[src/timer16_pkg.sv]
// Shared constants, register map and mode types for the 16-bit waveform timer
package timer16_pkg;

  // Register byte offsets on the AXI4-Lite bus
  localparam int          ADDR_W      = 6;
  localparam logic [5:0]  OFS_CTRL_A  = 6'h00;
  localparam logic [5:0]  OFS_CTRL_B  = 6'h04;
  localparam logic [5:0]  OFS_CMP_A   = 6'h08;
  localparam logic [5:0]  OFS_CMP_B   = 6'h0c;
  localparam logic [5:0]  OFS_CMP_C   = 6'h10;
  localparam logic [5:0]  OFS_CAPT    = 6'h14;
  localparam logic [5:0]  OFS_COUNT   = 6'h18;
  localparam logic [5:0]  OFS_STATUS  = 6'h1c;

  // Control A fields
  localparam int          MODE_A_LSB  = 6;
  localparam int          MODE_B_LSB  = 4;
  localparam int          MODE_C_LSB  = 2;
  localparam int          WGM_LO_LSB  = 0;
  // Second control register fields
  localparam int          WGM_HI_LSB  = 3;
  localparam int          RUN_BIT     = 0;
  localparam logic [7:0]  CTRL_B_MASK = 8'h19;
  // Status fields
  localparam int          OVF_BIT     = 0;
  localparam int          OUT_LSB     = 1;
  localparam int          DIR_BIT     = 4;

  localparam logic [7:0]  CTRL_RESET  = 8'h00;
  localparam logic [15:0] CMP_RESET   = 16'h0000;

  // Counter limits
  localparam logic [15:0] VAL_MAX     = 16'hffff;
  localparam logic [15:0] VAL_BOTTOM  = 16'h0000;
  localparam logic [15:0] TOP_8BIT    = 16'h00ff;
  localparam logic [15:0] TOP_9BIT    = 16'h01ff;
  localparam logic [15:0] TOP_10BIT   = 16'h03ff;

  localparam logic [1:0]  RESP_OKAY   = 2'b00;
  localparam logic [1:0]  RESP_SLVERR = 2'b10;

  // Waveform family
  typedef enum logic [3:0] {
    KIND_NORMAL = 4'b0001,
    KIND_CTC    = 4'b0010,
    KIND_FAST   = 4'b0100,
    KIND_DUAL   = 4'b1000
  } wave_kind_t;

  // Source of the TOP value
  typedef enum logic [2:0] {
    TOP_FIXED = 3'b001,
    TOP_CMPA  = 3'b010,
    TOP_CAPT  = 3'b100
  } top_src_t;

  // Counter point at which an event happens
  typedef enum logic [3:0] {
    AT_IMM    = 4'b0001,
    AT_TOP    = 4'b0010,
    AT_BOTTOM = 4'b0100,
    AT_MAX    = 4'b1000
  } point_t;

endpackage : timer16_pkg

[src/timer16_mode_decode.sv]
// Decoder from the four-bit waveform mode to counting behaviour
`timescale 1ns/10ps
module timer16_mode_decode
  import timer16_pkg::*;
(
  input  wire logic [3:0]  waveform_mode_select,
  output wave_kind_t       kind,
  output top_src_t         top_src,
  output logic [15:0]      fixed_top,
  output point_t           update_at,
  output point_t           flag_at
);

  // One entry per mode group; mode 13 falls to the default and behaves as normal
  always_comb begin
    kind      = KIND_NORMAL;
    top_src   = TOP_FIXED;
    fixed_top = VAL_MAX;
    update_at = AT_IMM;
    flag_at   = AT_MAX;
    case (waveform_mode_select)
      4'h0: begin
        kind = KIND_NORMAL;
      end
      4'h1, 4'h2, 4'h3: begin
        kind      = KIND_DUAL;
        fixed_top = (waveform_mode_select == 4'h1) ? TOP_8BIT :
                    (waveform_mode_select == 4'h2) ? TOP_9BIT : TOP_10BIT;
        update_at = AT_TOP;
        flag_at   = AT_BOTTOM;
      end
      4'h4, 4'hc: begin
        kind    = KIND_CTC;
        top_src = waveform_mode_select[3] ? TOP_CAPT : TOP_CMPA;
      end
      4'h5, 4'h6, 4'h7: begin
        kind      = KIND_FAST;
        fixed_top = (waveform_mode_select == 4'h5) ? TOP_8BIT :
                    (waveform_mode_select == 4'h6) ? TOP_9BIT : TOP_10BIT;
        update_at = AT_TOP;
        flag_at   = AT_TOP;
      end
      4'h8, 4'h9, 4'ha, 4'hb: begin
        kind      = KIND_DUAL;
        top_src   = waveform_mode_select[0] ? TOP_CMPA : TOP_CAPT;
        update_at = waveform_mode_select[1] ? AT_TOP : AT_BOTTOM;
        flag_at   = AT_BOTTOM;
      end
      4'he, 4'hf: begin
        kind      = KIND_FAST;
        top_src   = waveform_mode_select[0] ? TOP_CMPA : TOP_CAPT;
        update_at = AT_TOP;
        flag_at   = AT_TOP;
      end
      default: begin
        kind = KIND_NORMAL;
      end
    endcase
  end

endmodule : timer16_mode_decode

[src/timer16_compare_output.sv]
// Waveform generator for one compare output channel
`timescale 1ns/10ps
module timer16_compare_output
  import timer16_pkg::*;
#(
  parameter bit IS_CHANNEL_A = 1'b0
) (
  input  wire logic       aclk,
  input  wire logic       aresetn,
  input  wire logic [1:0] output_mode,
  input  wave_kind_t      kind,
  input  wire logic       wgm3,
  input  wire logic       tick,
  input  wire logic       match,
  input  wire logic       at_top,
  input  wire logic       counting_up,
  input  wire logic       cmp_is_top,
  input  wire logic       cmp_is_bottom,
  output logic            compare_output,
  output logic            override
);

  logic wave_r;
  logic wave_nxt;
  wire  is_pwm     = (kind == KIND_FAST) || (kind == KIND_DUAL);
  wire  pwm_toggle = wgm3 && IS_CHANNEL_A;
  wire  hi_bit     = output_mode[1];
  wire  lo_bit     = output_mode[0];

  // PWM mode 01 only drives the pin on channel A with the top mode bit set
  assign override = is_pwm && (output_mode == 2'b01) ? pwm_toggle : |output_mode;

  // Next pin level; toggling works in normal and CTC, in PWM only on channel A with the top mode bit set
  always_comb begin
    wave_nxt = wave_r;
    if (tick) begin
      if (output_mode == 2'b01) begin
        if (match && (!is_pwm || pwm_toggle)) begin
          wave_nxt = ~wave_r;
        end
      end else if (hi_bit && kind == KIND_FAST) begin
        if (at_top) begin
          wave_nxt = ~lo_bit;
        end else if (match) begin
          wave_nxt = lo_bit;
        end
      end else if (hi_bit && kind == KIND_DUAL) begin
        if (cmp_is_bottom) begin
          wave_nxt = lo_bit;
        end else if (cmp_is_top) begin
          wave_nxt = ~lo_bit;
        end else if (match) begin
          wave_nxt = counting_up ? lo_bit : ~lo_bit;
        end
      end else if (hi_bit && match) begin
        wave_nxt = lo_bit;
      end
    end
  end

  // Pin level register
  always_ff @(posedge aclk) begin
    if (!aresetn) begin
      wave_r <= 1'b0;
    end else begin
      wave_r <= wave_nxt;
    end
  end

  assign compare_output = wave_r;

endmodule : timer16_compare_output

[src/timer16_waveform_output_control.sv]
// 16-bit timer with three compare outputs behind an AXI4-Lite register port
//
// The AXI4-Lite interface to the registers and the register addresses are this design's own decisions.
`timescale 1ns/10ps
module timer16_waveform_output_control
  import timer16_pkg::*;
#(
  parameter int CHANNELS = 3
) (
  input  wire logic              aclk,
  input  wire logic              aresetn,
  input  wire logic [ADDR_W-1:0] awaddr,
  input  wire logic              awvalid,
  output logic                   awready,
  input  wire logic [31:0]       wdata,
  input  wire logic [3:0]        wstrb,
  input  wire logic              wvalid,
  output logic                   wready,
  output logic [1:0]             bresp,
  output logic                   bvalid,
  input  wire logic              bready,
  input  wire logic [ADDR_W-1:0] araddr,
  input  wire logic              arvalid,
  output logic                   arready,
  output logic [31:0]            rdata,
  output logic [1:0]             rresp,
  output logic                   rvalid,
  input  wire logic              rready,
  output logic                   compare_output_a,
  output logic                   compare_output_b,
  output logic                   compare_output_c,
  output logic                   override_a,
  output logic                   override_b,
  output logic                   override_c
);

  // Byte-lane merge for the 16-bit registers
  function automatic logic [15:0] merge16(input logic [15:0] old_v,
                                          input logic [31:0] data,
                                          input logic [3:0]  strb);
    merge16 = {strb[1] ? data[15:8] : old_v[15:8],
               strb[0] ? data[7:0]  : old_v[7:0]};
  endfunction : merge16

  // Byte-lane merge for the 8-bit registers
  function automatic logic [7:0] merge8(input logic [7:0]  old_v,
                                        input logic [31:0] data,
                                        input logic [3:0]  strb);
    merge8 = strb[0] ? data[7:0] : old_v;
  endfunction : merge8

  // Register storage
  logic [7:0]  timer1_waveform_control_a_r;
  logic [7:0]  second_control_register_r;
  logic [15:0] cmp_buf_r [CHANNELS];
  logic [15:0] cmp_act_r [CHANNELS];
  logic [15:0] capture_value_r;

  // Counter state
  logic [15:0] count_r;
  logic [15:0] count_nxt;
  logic        up_r;
  logic        up_nxt;
  logic        overflow_flag_r;
  logic        overflow_flag_nxt;

  // Bus channel state
  logic              aw_hold_r;
  logic [ADDR_W-1:0] aw_addr_r;
  logic              w_hold_r;
  logic [31:0]       w_data_r;
  logic [3:0]        w_strb_r;
  logic              bvalid_r;
  logic [1:0]        bresp_r;
  logic              rvalid_r;
  logic [31:0]       rdata_r;
  logic [1:0]        rresp_r;

  // Mode decode results
  wave_kind_t  kind;
  top_src_t    top_src;
  logic [15:0] fixed_top;
  point_t      update_at;
  point_t      flag_at;

  // Four-bit mode from both control registers
  wire [1:0] waveform_mode_low_bits  = timer1_waveform_control_a_r[WGM_LO_LSB +: 2];
  wire [1:0] waveform_mode_high_bits = second_control_register_r[WGM_HI_LSB +: 2];
  wire [3:0] waveform_mode_select    = {waveform_mode_high_bits, waveform_mode_low_bits};
  wire       run                     = second_control_register_r[RUN_BIT];

  timer16_mode_decode u_decode (
    .waveform_mode_select (waveform_mode_select),
    .kind                 (kind),
    .top_src              (top_src),
    .fixed_top            (fixed_top),
    .update_at            (update_at),
    .flag_at              (flag_at)
  );

  // TOP selection and counter position
  wire [15:0] top_val   = (top_src == TOP_CMPA) ? cmp_act_r[0] :
                          (top_src == TOP_CAPT) ? capture_value_r : fixed_top;
  wire        at_top    = (count_r == top_val);
  wire        at_bottom = (count_r == VAL_BOTTOM);
  wire        at_max    = (count_r == VAL_MAX);
  wire        dual      = (kind == KIND_DUAL);

  // Counting sequence; single slope wraps at TOP, dual slope turns at both ends
  always_comb begin
    up_nxt    = up_r;
    count_nxt = count_r;
    if (run) begin
      if (dual) begin
        up_nxt    = up_r ? !at_top : at_bottom;
        count_nxt = up_nxt ? count_r + 16'h0001 : count_r - 16'h0001;
      end else begin
        up_nxt    = 1'b1;
        count_nxt = at_top ? VAL_BOTTOM : count_r + 16'h0001;
      end
    end
  end

  // Overflow event at the point the mode picks; bottom counts only on the way down
  wire ovf_event = run && ((flag_at == AT_MAX    && at_max) ||
                           (flag_at == AT_TOP    && at_top) ||
                           (flag_at == AT_BOTTOM && at_bottom && !up_r));

  // Compare buffer transfer point; immediate modes follow the buffer every cycle
  wire upd_event = (update_at == AT_IMM) ||
                   (run && update_at == AT_TOP    && at_top) ||
                   (run && update_at == AT_BOTTOM && at_bottom);

  // Write path decode
  wire wr_go      = aw_hold_r && w_hold_r && !bvalid_r;
  wire wr_ctrl_a  = wr_go && (aw_addr_r == OFS_CTRL_A);
  wire wr_ctrl_b  = wr_go && (aw_addr_r == OFS_CTRL_B);
  wire wr_capt    = wr_go && (aw_addr_r == OFS_CAPT);
  wire wr_status  = wr_go && (aw_addr_r == OFS_STATUS);
  wire wr_mapped  = (aw_addr_r == OFS_CTRL_A) || (aw_addr_r == OFS_CTRL_B) ||
                    (aw_addr_r == OFS_CMP_A)  || (aw_addr_r == OFS_CMP_B)  ||
                    (aw_addr_r == OFS_CMP_C)  || (aw_addr_r == OFS_CAPT)   ||
                    (aw_addr_r == OFS_COUNT)  || (aw_addr_r == OFS_STATUS);
  wire ovf_clear  = wr_status && w_strb_r[0] && w_data_r[OVF_BIT];

  // Set wins over a clear that lands in the same cycle
  assign overflow_flag_nxt = ovf_event || (overflow_flag_r && !ovf_clear);

  // Bus handshake outputs
  assign awready = !aw_hold_r && !bvalid_r;
  assign wready  = !w_hold_r && !bvalid_r;
  assign bvalid  = bvalid_r;
  assign bresp   = bresp_r;
  assign arready = !rvalid_r;
  assign rvalid  = rvalid_r;
  assign rdata   = rdata_r;
  assign rresp   = rresp_r;

  // Per-channel compare results and pins
  logic [CHANNELS-1:0] pin_level;
  logic [CHANNELS-1:0] pin_override;

  genvar ch;
  generate
    for (ch = 0; ch < CHANNELS; ch++) begin : g_chan
      wire [1:0] mode_bits = timer1_waveform_control_a_r[MODE_A_LSB - 2*ch +: 2];
      wire       match     = (count_r == cmp_act_r[ch]);
      wire [5:0] cmp_ofs   = OFS_CMP_A + 6'(4*ch);

      timer16_compare_output #(
        .IS_CHANNEL_A (ch == 0)
      ) u_out (
        .aclk           (aclk),
        .aresetn        (aresetn),
        .output_mode    (mode_bits),
        .kind           (kind),
        .wgm3           (waveform_mode_select[3]),
        .tick           (run),
        .match          (match),
        .at_top         (at_top),
        .counting_up    (up_r),
        .cmp_is_top     (cmp_act_r[ch] == top_val),
        .cmp_is_bottom  (cmp_act_r[ch] == VAL_BOTTOM),
        .compare_output (pin_level[ch]),
        .override       (pin_override[ch])
      );

      // Software buffer; write lands here first
      always_ff @(posedge aclk) begin
        if (!aresetn) begin
          cmp_buf_r[ch] <= CMP_RESET;
        end else if (wr_go && aw_addr_r == cmp_ofs) begin
          cmp_buf_r[ch] <= merge16(cmp_buf_r[ch], w_data_r, w_strb_r);
        end
      end

      // Active compare value used by the match logic
      always_ff @(posedge aclk) begin
        if (!aresetn) begin
          cmp_act_r[ch] <= CMP_RESET;
        end else if (upd_event) begin
          cmp_act_r[ch] <= cmp_buf_r[ch];
        end
      end
    end
  endgenerate

  // Pin direction stays a port matter; these only say what the timer drives
  assign compare_output_a = pin_level[0];
  assign compare_output_b = pin_level[1];
  assign compare_output_c = pin_level[2];
  assign override_a       = pin_override[0];
  assign override_b       = pin_override[1];
  assign override_c       = pin_override[2];

  // Control and capture registers
  always_ff @(posedge aclk) begin
    if (!aresetn) begin
      timer1_waveform_control_a_r <= CTRL_RESET;
      second_control_register_r   <= CTRL_RESET;
      capture_value_r             <= CMP_RESET;
    end else begin
      if (wr_ctrl_a) begin
        timer1_waveform_control_a_r <= merge8(timer1_waveform_control_a_r, w_data_r, w_strb_r);
      end
      if (wr_ctrl_b) begin
        second_control_register_r <= merge8(second_control_register_r, w_data_r, w_strb_r) & CTRL_B_MASK;
      end
      if (wr_capt) begin
        capture_value_r <= merge16(capture_value_r, w_data_r, w_strb_r);
      end
    end
  end

  // Counter, direction and overflow flag
  always_ff @(posedge aclk) begin
    if (!aresetn) begin
      count_r         <= VAL_BOTTOM;
      up_r            <= 1'b1;
      overflow_flag_r <= 1'b0;
    end else begin
      count_r         <= count_nxt;
      up_r            <= up_nxt;
      overflow_flag_r <= overflow_flag_nxt;
    end
  end

  // Write address and data are taken in either order and held until used
  always_ff @(posedge aclk) begin
    if (!aresetn) begin
      aw_hold_r <= 1'b0;
      aw_addr_r <= '0;
      w_hold_r  <= 1'b0;
      w_data_r  <= '0;
      w_strb_r  <= '0;
    end else begin
      if (awvalid && awready) begin
        aw_hold_r <= 1'b1;
        aw_addr_r <= awaddr;
      end else if (wr_go) begin
        aw_hold_r <= 1'b0;
      end
      if (wvalid && wready) begin
        w_hold_r <= 1'b1;
        w_data_r <= wdata;
        w_strb_r <= wstrb;
      end else if (wr_go) begin
        w_hold_r <= 1'b0;
      end
    end
  end

  // Write response; unmapped offsets answer with a slave error
  always_ff @(posedge aclk) begin
    if (!aresetn) begin
      bvalid_r <= 1'b0;
      bresp_r  <= RESP_OKAY;
    end else if (wr_go) begin
      bvalid_r <= 1'b1;
      bresp_r  <= wr_mapped ? RESP_OKAY : RESP_SLVERR;
    end else if (bready) begin
      bvalid_r <= 1'b0;
    end
  end

  // Read data mux; reads have no side effects
  logic [31:0] rd_mux;
  logic        rd_mapped;
  always_comb begin
    rd_mux    = 32'h0000_0000;
    rd_mapped = 1'b1;
    case (araddr)
      OFS_CTRL_A: rd_mux[7:0]  = timer1_waveform_control_a_r;
      OFS_CTRL_B: rd_mux[7:0]  = second_control_register_r;
      OFS_CMP_A:  rd_mux[15:0] = cmp_buf_r[0];
      OFS_CMP_B:  rd_mux[15:0] = cmp_buf_r[1];
      OFS_CMP_C:  rd_mux[15:0] = cmp_buf_r[2];
      OFS_CAPT:   rd_mux[15:0] = capture_value_r;
      OFS_COUNT:  rd_mux[15:0] = count_r;
      OFS_STATUS: begin
        rd_mux[OVF_BIT]           = overflow_flag_r;
        rd_mux[OUT_LSB +: 3]      = pin_level;
        rd_mux[DIR_BIT]           = up_r;
      end
      default:    rd_mapped    = 1'b0;
    endcase
  end

  // Read response register; one read outstanding at a time
  always_ff @(posedge aclk) begin
    if (!aresetn) begin
      rvalid_r <= 1'b0;
      rdata_r  <= 32'h0000_0000;
      rresp_r  <= RESP_OKAY;
    end else if (arvalid && arready) begin
      rvalid_r <= 1'b1;
      rdata_r  <= rd_mux;
      rresp_r  <= rd_mapped ? RESP_OKAY : RESP_SLVERR;
    end else if (rready) begin
      rvalid_r <= 1'b0;
    end
  end

endmodule : timer16_waveform_output_control

[config.mk]
export PLATFORM = sky130hd
export DESIGN_NAME = timer16_waveform_output_control
export DESIGN_NICKNAME = d
export VERILOG_FILES = /design/src/timer16_pkg.sv /design/src/timer16_mode_decode.sv /design/src/timer16_compare_output.sv /design/src/timer16_waveform_output_control.sv
export SDC_FILE = /design/constraint.sdc
export NUM_CORES = 1
export LEC_CHECK = 0
export ABC_CLOCK_PERIOD_IN_PS = 9490
export BUFFER_PORTS_ARGS = -buffer_cell sky130_fd_sc_hd__buf_2
export CAP_MARGIN = 20
export CORE_MARGIN = 2
export CORE_UTILIZATION = 55
export DETAILED_ROUTE_END_ITERATION = 16
export GPL_ROUTABILITY_DRIVEN = 0
export GPL_TIMING_DRIVEN = 0
export HOLD_SLACK_MARGIN = 0.1
export PLACE_DENSITY = 0.78
export SETUP_SLACK_MARGIN = 0.5
export SYNTH_ARGS = -nofsm -noshare
export SYNTH_HDL_FRONTEND = slang
export SYNTH_SLANG_ARGS = --single-unit
[constraint.sdc]
create_clock -name aclk -period 9.49 [get_ports aclk]
set_input_delay 0.4745 -clock aclk [delete_from_list [all_inputs] [get_ports aclk]]
set_output_delay 0.4745 -clock aclk [all_outputs]
set_load 0.1 [all_outputs]
==> results.toml, run 1 <==
[status]
status = "finished clean"

[global_routing]
grt_max_degree = 26
grt_pass1_wl_um = 60700
overflow = 0
antenna_found_initial = 0
grt_use_total_pct = 35.8
grt_pass1_vias = 10700

[sta]
post-route-period-util_pct = 45.7
worst_pin_slew_ns = 1.16
skew_ns = 0.0241
timing.fmax_ghz = 0.231
setup_viol = 0
slew_headroom_pct = 22.0
fin_tns_setup_ns = 0
period_minus_slack_ns = 4.33
drv_slew = 0
hold_viol = 0
rsz0062_at_grt = "false"
hold_slack_ns = 0.220

[layout]
syn_to_final_growth_pct = 11.4
final_area_um2 = 13000
finalNonFillerCells = 1696
layout.nets = 1466
diodes = 0
drive_above_1_share_pct = 10.8

[critical_path]
crit_end = "cmp_act_r[0][3]"
reg2reg_slack_ns = 5.16
reg2reg_depth = 12
end_kind = "register"
cp.required_ns = 9.79
cp.arrival_ns = 4.63
crit_fanout = 10
regToRegStartpoint = "second_control_register_r[3]"
r2r-end = "cmp_act_r[0][3]"
worstSetupStartpointType = "register"
cp-startpoint = "second_control_register_r[3]"
worstSetupPathType = "reg2reg"

[synth]
ys_warn_count = 0
synth_most_common_cell = "nand2_1"
ys_top_cells_by_area = "edfxtp_1 (25%), dfxtp_1 (16%), and2_1 (4.8%)"
ys_top_cells_by_count = "nand2_1 (100), edfxtp_1 (96), dfxtp_1 (94)"
async_flop_share_pct = 0
yosysTopAreaCell = "edfxtp_1"
synthFlopType = "edfxtp_1"
synthCells = 1308
synth-seq-cells = 190
synth_top_area_share_pct = 24.7
synth_edf_count = 96
post_synth_num_cell_types = 81
synth-seq-area-share_pct = 40.8
avgSynthCellArea_um2 = 8.92
syn_area_um2 = 11700

[power]
p_leak_uw = 0.00491
p_total_uw = 1860
peakVddDrop_uv = 121
p_per_area_nw_per_um2 = 143

[hold_path]
hold_class = "in2reg"

[clock_tree]
worstSkewPairLatency_ns = 0.45
cts_sinks = 190
cts.path.max_buffers = 2
cts_inserted_buffers = 17
postCtsSetupBuffers = 0
cts_resized = 0
ctsHoldBuffers = 0
clk_pin_slew_ns = 0.09
clock-root-buffer = "clkbuf_16"
cts-htree-levels = 4
cts_tree = "done"

[die]
rows = 53
die_x_um = 150
die_area_um2 = 22400
start_util_pct = 55.7
core_um2 = 21000
ios = 102
die_h_um = 150

[route]
detail_route.drc_violations = 0
first_iter_violations = 2140
first_pass_iters = 10
wirelength_um = 40100
routed-via-count = 11400
drt-vias-per-instance = 6.73
drt-wirelength-per-cell_um = 23.6
ant_nets = 0

[place]
dp.cells = 1664
hpwl_um = 29600
portBuffers = 63
place_area_um2 = 12400

[job]
drv_cap = 0
-- area by class of cell --
type	count	area [um2]
clock buffer	18	429
tap	275	344
multi-input combinational	981	6300
fill	1772	7960
inverter	46	173
sequential	190	4760
timing repair buffer	64	343
buffer	108	505
clock inverter	14	144
-- layout by cell type (no fill, tap or decap), drive strengths merged, types with 16 or more instances in the layout --
| cell | count |
|---|---|
| xnor2 | 43 |
| nor4 | 28 |
| a31oi | 21 |
| conb | 18 |
| and3 | 24 |
| mux2i | 44 |
| dfxtp | 94 |
| xor2 | 19 |
| o22ai | 21 |
| nand2b | 18 |
| edfxtp | 96 |
| nor2b | 30 |
| a221oi | 19 |
| o21ai | 54 |
| nand4 | 21 |
| clkbuf | 89 |
| a222oi | 16 |
| a21oi | 70 |
| and2 | 89 |
| nand2 | 100 |
| nor3 | 31 |
| inv | 52 |
| nor2 | 93 |
| buf | 101 |
| nand3 | 36 |
-- kinds of logic after synthesis --
logic type                 after synthesis  synth area share [%]
buffers and inverters                  154                  5.81
and+or+nand+nor                        516                  24.1
DFF                                    190                  40.8
adders and majority gates                3                 0.322
muxes                                   47                  4.06
xor gates and xnor gates                62                  4.65
AOI/OAI and AO/OA                      335                  20.2
other                                    1                0.0321
-- where the power goes --
group          internal [uW]  switching, uW  total, uW  leakage (uW)
Clock                    353            382        735      0.000278
Combinational           52.3            153        205       0.00280
Sequential               886           32.5        919       0.00183
-- worst min-delay path by stage --
stage	cells past startpoint	start	endpoint	slack (ns)
6_report	2	rready	rvalid	0.22
4_1_cts	2	rready	rvalid	0.21
3_3_place_gp	2	rdata[0]	rdata[0]	0.47
5_1_grt	2	rready	rvalid	0.22
2_1_floorplan	2	overflow_flag_r	overflow_flag_r	0.45
3_5_place_dp	2	rdata[4]	rdata[4]	0.47
-- critical path, cell delays in order, from the launching register on --
cell,delay (ns)
dfxtp_1,0.49
clkbuf_1,0.58
o21ai_0,0.19
a221o_1,0.40
o21ai_1,0.16
nand4b_1,0.22
nor4_4,0.49
a31o_2,0.25
a21oi_1,0.14
nor2_1,0.23
clkbuf_1,0.37
clkbuf_1,0.44
and2_1,0.20
-- per-stage QoR --
| stage | util [%] | setup slack [ns] |
|---|---|---|
| after global placement | 59.2 | 4.94 |
| after CTS | 62.0 | 5.33 |
| after floorplan | - | 5.86 |
| final | 62.0 | 5.16 |
| after detailed placement | 59.3 | 5.36 |
| after global routing | 62.0 | 4.93 |
-- layer usage --
layer  GRT usage (%)  routed length (um)
met2            55.4               17500
met4            21.0                2690
met1            44.8               14500
met3            9.57                5310
met5            2.05                  66
-- state kept, by name, indices dropped and copies added, names as in the netlist, 2 cells and up --
register and cells:
cmp_buf_r 48, second_control_register_r 3, cmp_act_r 48, w_strb_r 2, capture_value_r 16, w_data_r 16
aw_addr_r 6, rdata 16, count_r 16, timer1_waveform_control_a_r 8, g_chan.u_out.compare_output 3
Note: power is estimated with default switching activity, not from simulation.
==> run 2, diff against run 1 <==
Settings changed: ABC_AREA set to 1, ABC_CLOCK_PERIOD_IN_PS 9490 to 4250, PLACE_DENSITY 0.78 to 0.79.
Clock period 9.49 ns to 4.25 ns, I/O delays scaled along.
==> run 2 against run 1 <==
Compared with the run above: synthesized cell count grew 18%; final area down 1.2%; via count shrank 0.92%; combinational power grew to 2.6 times the previous value; worst setup slack got worse by 4.2 ns; first-iteration DRC count down 29%; register-to-register slack got worse by 4.2 ns; global-route usage shrank 3.6 points; area after synthesis decreased by 3.8%; sequential share of layout area up 0.45 points; non-clock buffer count shrank 3; critical path type unchanged; largest cell class unchanged.
==> results.toml, run 2 <==
[job]
drv_cap = 0

[global_routing]
global_route.peak_usage_layer = "met2"
antenna_found_initial = 0
grt_pass1_wl_um = 54200
overflow = 0
use_met2_pct = 51.9
grtUsageMet3_pct = 7.11
grt_max_degree = 49
met1_usage_pct = 40.1
grt_pass1_vias = 10500
grt_use_total_pct = 32.2

[sta]
skew_ns = 0.0125
rsz0062_at_grt = "false"
hold_slack_ns = 0.115
post-route-period-util_pct = 76.6
period_minus_slack_ns = 3.25
drv_slew = 0
slew_headroom_pct = 26.7
worst_pin_slew_ns = 1.09
setup_viol = 0
hold_viol = 0
timing.fmax_ghz = 0.307
fin_tns_setup_ns = 0

[clock_tree]
cts_inserted_buffers = 17
cts-htree-levels = 4
clock-root-buffer = "clkbuf_16"
cts_sinks = 190
clk_pin_slew_ns = 0.08
worstSkewPairLatency_ns = 0.45
cts_tree = "done"
ctsHoldBuffers = 25
postCtsSetupBuffers = 0
cts.path.max_buffers = 2
cts_resized = 0

[power]
seqPwrFrac_pct = 48.3
power.switching_uw = 1290
combPwrFrac_pct = 12.9
p_per_area_nw_per_um2 = 328
pwr-share-clk_pct = 38.8
p_int_uw = 2920
switching_share_pct = 30.6
p_leak_uw = 0.00547
peakVddDrop_uv = 364

[layout]
final_area_um2 = 12800
finalNonFillerCells = 1961
layout_common_cells = "nand2_1 (298), nor2_1 (199), inv_1 (197)"
largestRegisters = "cmp_act_r x48, cmp_buf_r x48"
syn_to_final_growth_pct = 14.4
final_common_cell = "nand2_1"
drive_above_1_share_pct = 12.2
layout.nets = 1736
diodes = 0

[die]
die_x_um = 147
start_util_pct = 55.9
die_area_um2 = 21600
rows = 52
ios = 102
die_h_um = 147
core_um2 = 20100

[synth]
synthCells = 1546
ys_warn_count = 0
yosysTopAreaCell = "edfxtp_1"
synth_most_common_cell = "nand2_1"
synthFlopType = "edfxtp_1"
ys_top_cells_by_count = "nand2_1 (298), nor2_1 (199), inv_1 (197)"
syn_area_um2 = 11200
synth-seq-cells = 190
synth_edf_count = 96
async_flop_share_pct = 0
synth-seq-area-share_pct = 42.4
synth_top_area_share_pct = 25.7
avgSynthCellArea_um2 = 7.26
ys_top_cells_by_area = "edfxtp_1 (26%), dfxtp_1 (17%), nand2_1 (10%)"
post_synth_num_cell_types = 44

[place]
hpwl_um = 26600
dp.cells = 1900
portBuffers = 64
place_area_um2 = 12000

[critical_path]
worstSetupStartpointType = "register"
reg2reg_slack_ns = 1.0
end_kind = "register"
cp-startpoint = "timer1_waveform_control_a_r[1]"
worstSetupPathType = "reg2reg"
cp.arrival_ns = 3.41
reg2reg_depth = 14
r2r-end = "cmp_act_r[1][10]"
cp.required_ns = 4.40
regToRegStartpoint = "timer1_waveform_control_a_r[1]"
crit_fanout = 30
crit_end = "cmp_act_r[1][10]"

[hold_path]
hold_class = "in2reg"

[status]
status = "finished clean"

[route]
detail_route.drc_violations = 0
wirelength_um = 35100
first_iter_violations = 1525
drt-vias-per-instance = 5.77
ant_nets = 0
routed-via-count = 11300
first_pass_iters = 7
drt-wirelength-per-cell_um = 17.9
-- run 2: cell types whose count changed in the layout (fill, tap and decap cells not counted), moves of 30 or more --
| cell | delta |
|---|---|
| clkbuf_1 | -31 |
| and2_1 | -89 |
| nor2b_1 | -30 |
| nor2_1 | +106 |
| nand3_1 | +82 |
| o21ai_0 | +62 |
| mux2i_1 | -44 |
| xnor2_1 | -31 |
| inv_1 | +157 |
| nand2_1 | +199 |
-- run 2: cells by family after synthesis --
| logic type | Yosys count | synth area share (%) |
|---|---|---|
| compound gates | 272 | 13.4 |
| xor+xnor | 51 | 3.98 |
| fa+ha+maj | 3 | 0.334 |
| buf+inv | 285 | 10.7 |
| flops | 190 | 42.4 |
| other cells | 1 | 0.0334 |
| simple gates | 744 | 29.2 |
-- run 2: layer usage --
| layer | part of all wire [%] | routed length (um) | up-vias |
|---|---|---|---|
| li1 | - | - | 5333 |
| met1 | 38 | 13300 | 5042 |
| met2 | 45 | 15700 | 776 |
| met3 | 11 | 3860 | 166 |
| met4 | 6.2 | 2170 | 0 |
| met5 | 0 | 0 | - |
-- run 2: worst min-delay path by stage --
stage,from,endpoint,slack (ns),cells after the start
3_5_place_dp,bready,bvalid,0.42,2
4_1_cts,awaddr[3],aw_addr_r[3],0.12,3
2_1_floorplan,bready,bvalid,0.33,1
6_report,awaddr[3],aw_addr_r[3],0.12,3
3_3_place_gp,bready,bvalid,0.42,2
5_1_grt,awaddr[3],aw_addr_r[3],0.14,3
-- run 2: layout make-up --
| cell class | instances | area (um2) |
|---|---|---|
| Clock inverter | 14 | 144 |
| Timing Repair Buffer | 96 | 628 |
| Clock buffer | 18 | 439 |
| Inverter | 212 | 796 |
| Buffer | 73 | 400 |
| Sequential cell | 190 | 4760 |
| Multi-Input combinational cell | 1088 | 5330 |
| Fill cell | 1705 | 7260 |
| Tap cell | 270 | 338 |
-- run 2: power by group through the flow --
| stage | Combinational, uW | Clock, uW | Sequential, uW |
|---|---|---|---|
| after floorplan | 323 | 0 | 2130 |
| after global placement | 497 | 0 | 2070 |
| after detailed placement | 507 | 0 | 2070 |
| after CTS | 527 | 1630 | 2030 |
| after global routing | 577 | 1700 | 2040 |
| final | 543 | 1640 | 2030 |
-- run 2: critical path: stages, from the launching register on --
cell      delay, ns
dfxtp_1        0.48
nor2_4         0.07
nor2_2         0.41
nand2_1        0.10
nand2_1        0.12
inv_1          0.09
nand2_2        0.12
xor2_1         0.12
nor2_1         0.11
nand2_1        0.06
nor2_2         0.21
nand4_1        0.11
o311ai_1       0.15
or2_2          0.53
buf_12         0.26
-- run 2: per-stage QoR --
| stage | setup WS (ns) | total power [uW] | util, % |
|---|---|---|---|
| global placement | 0.900 | 2570 | 59.5 |
| global route | 0.866 | 4310 | 63.9 |
| CTS | 0.849 | 4190 | 63.7 |
| finish | 0.996 | 4210 | 63.9 |
| detailed placement | 0.855 | 2580 | 59.6 |
| floorplan | 0.860 | 2450 | - |
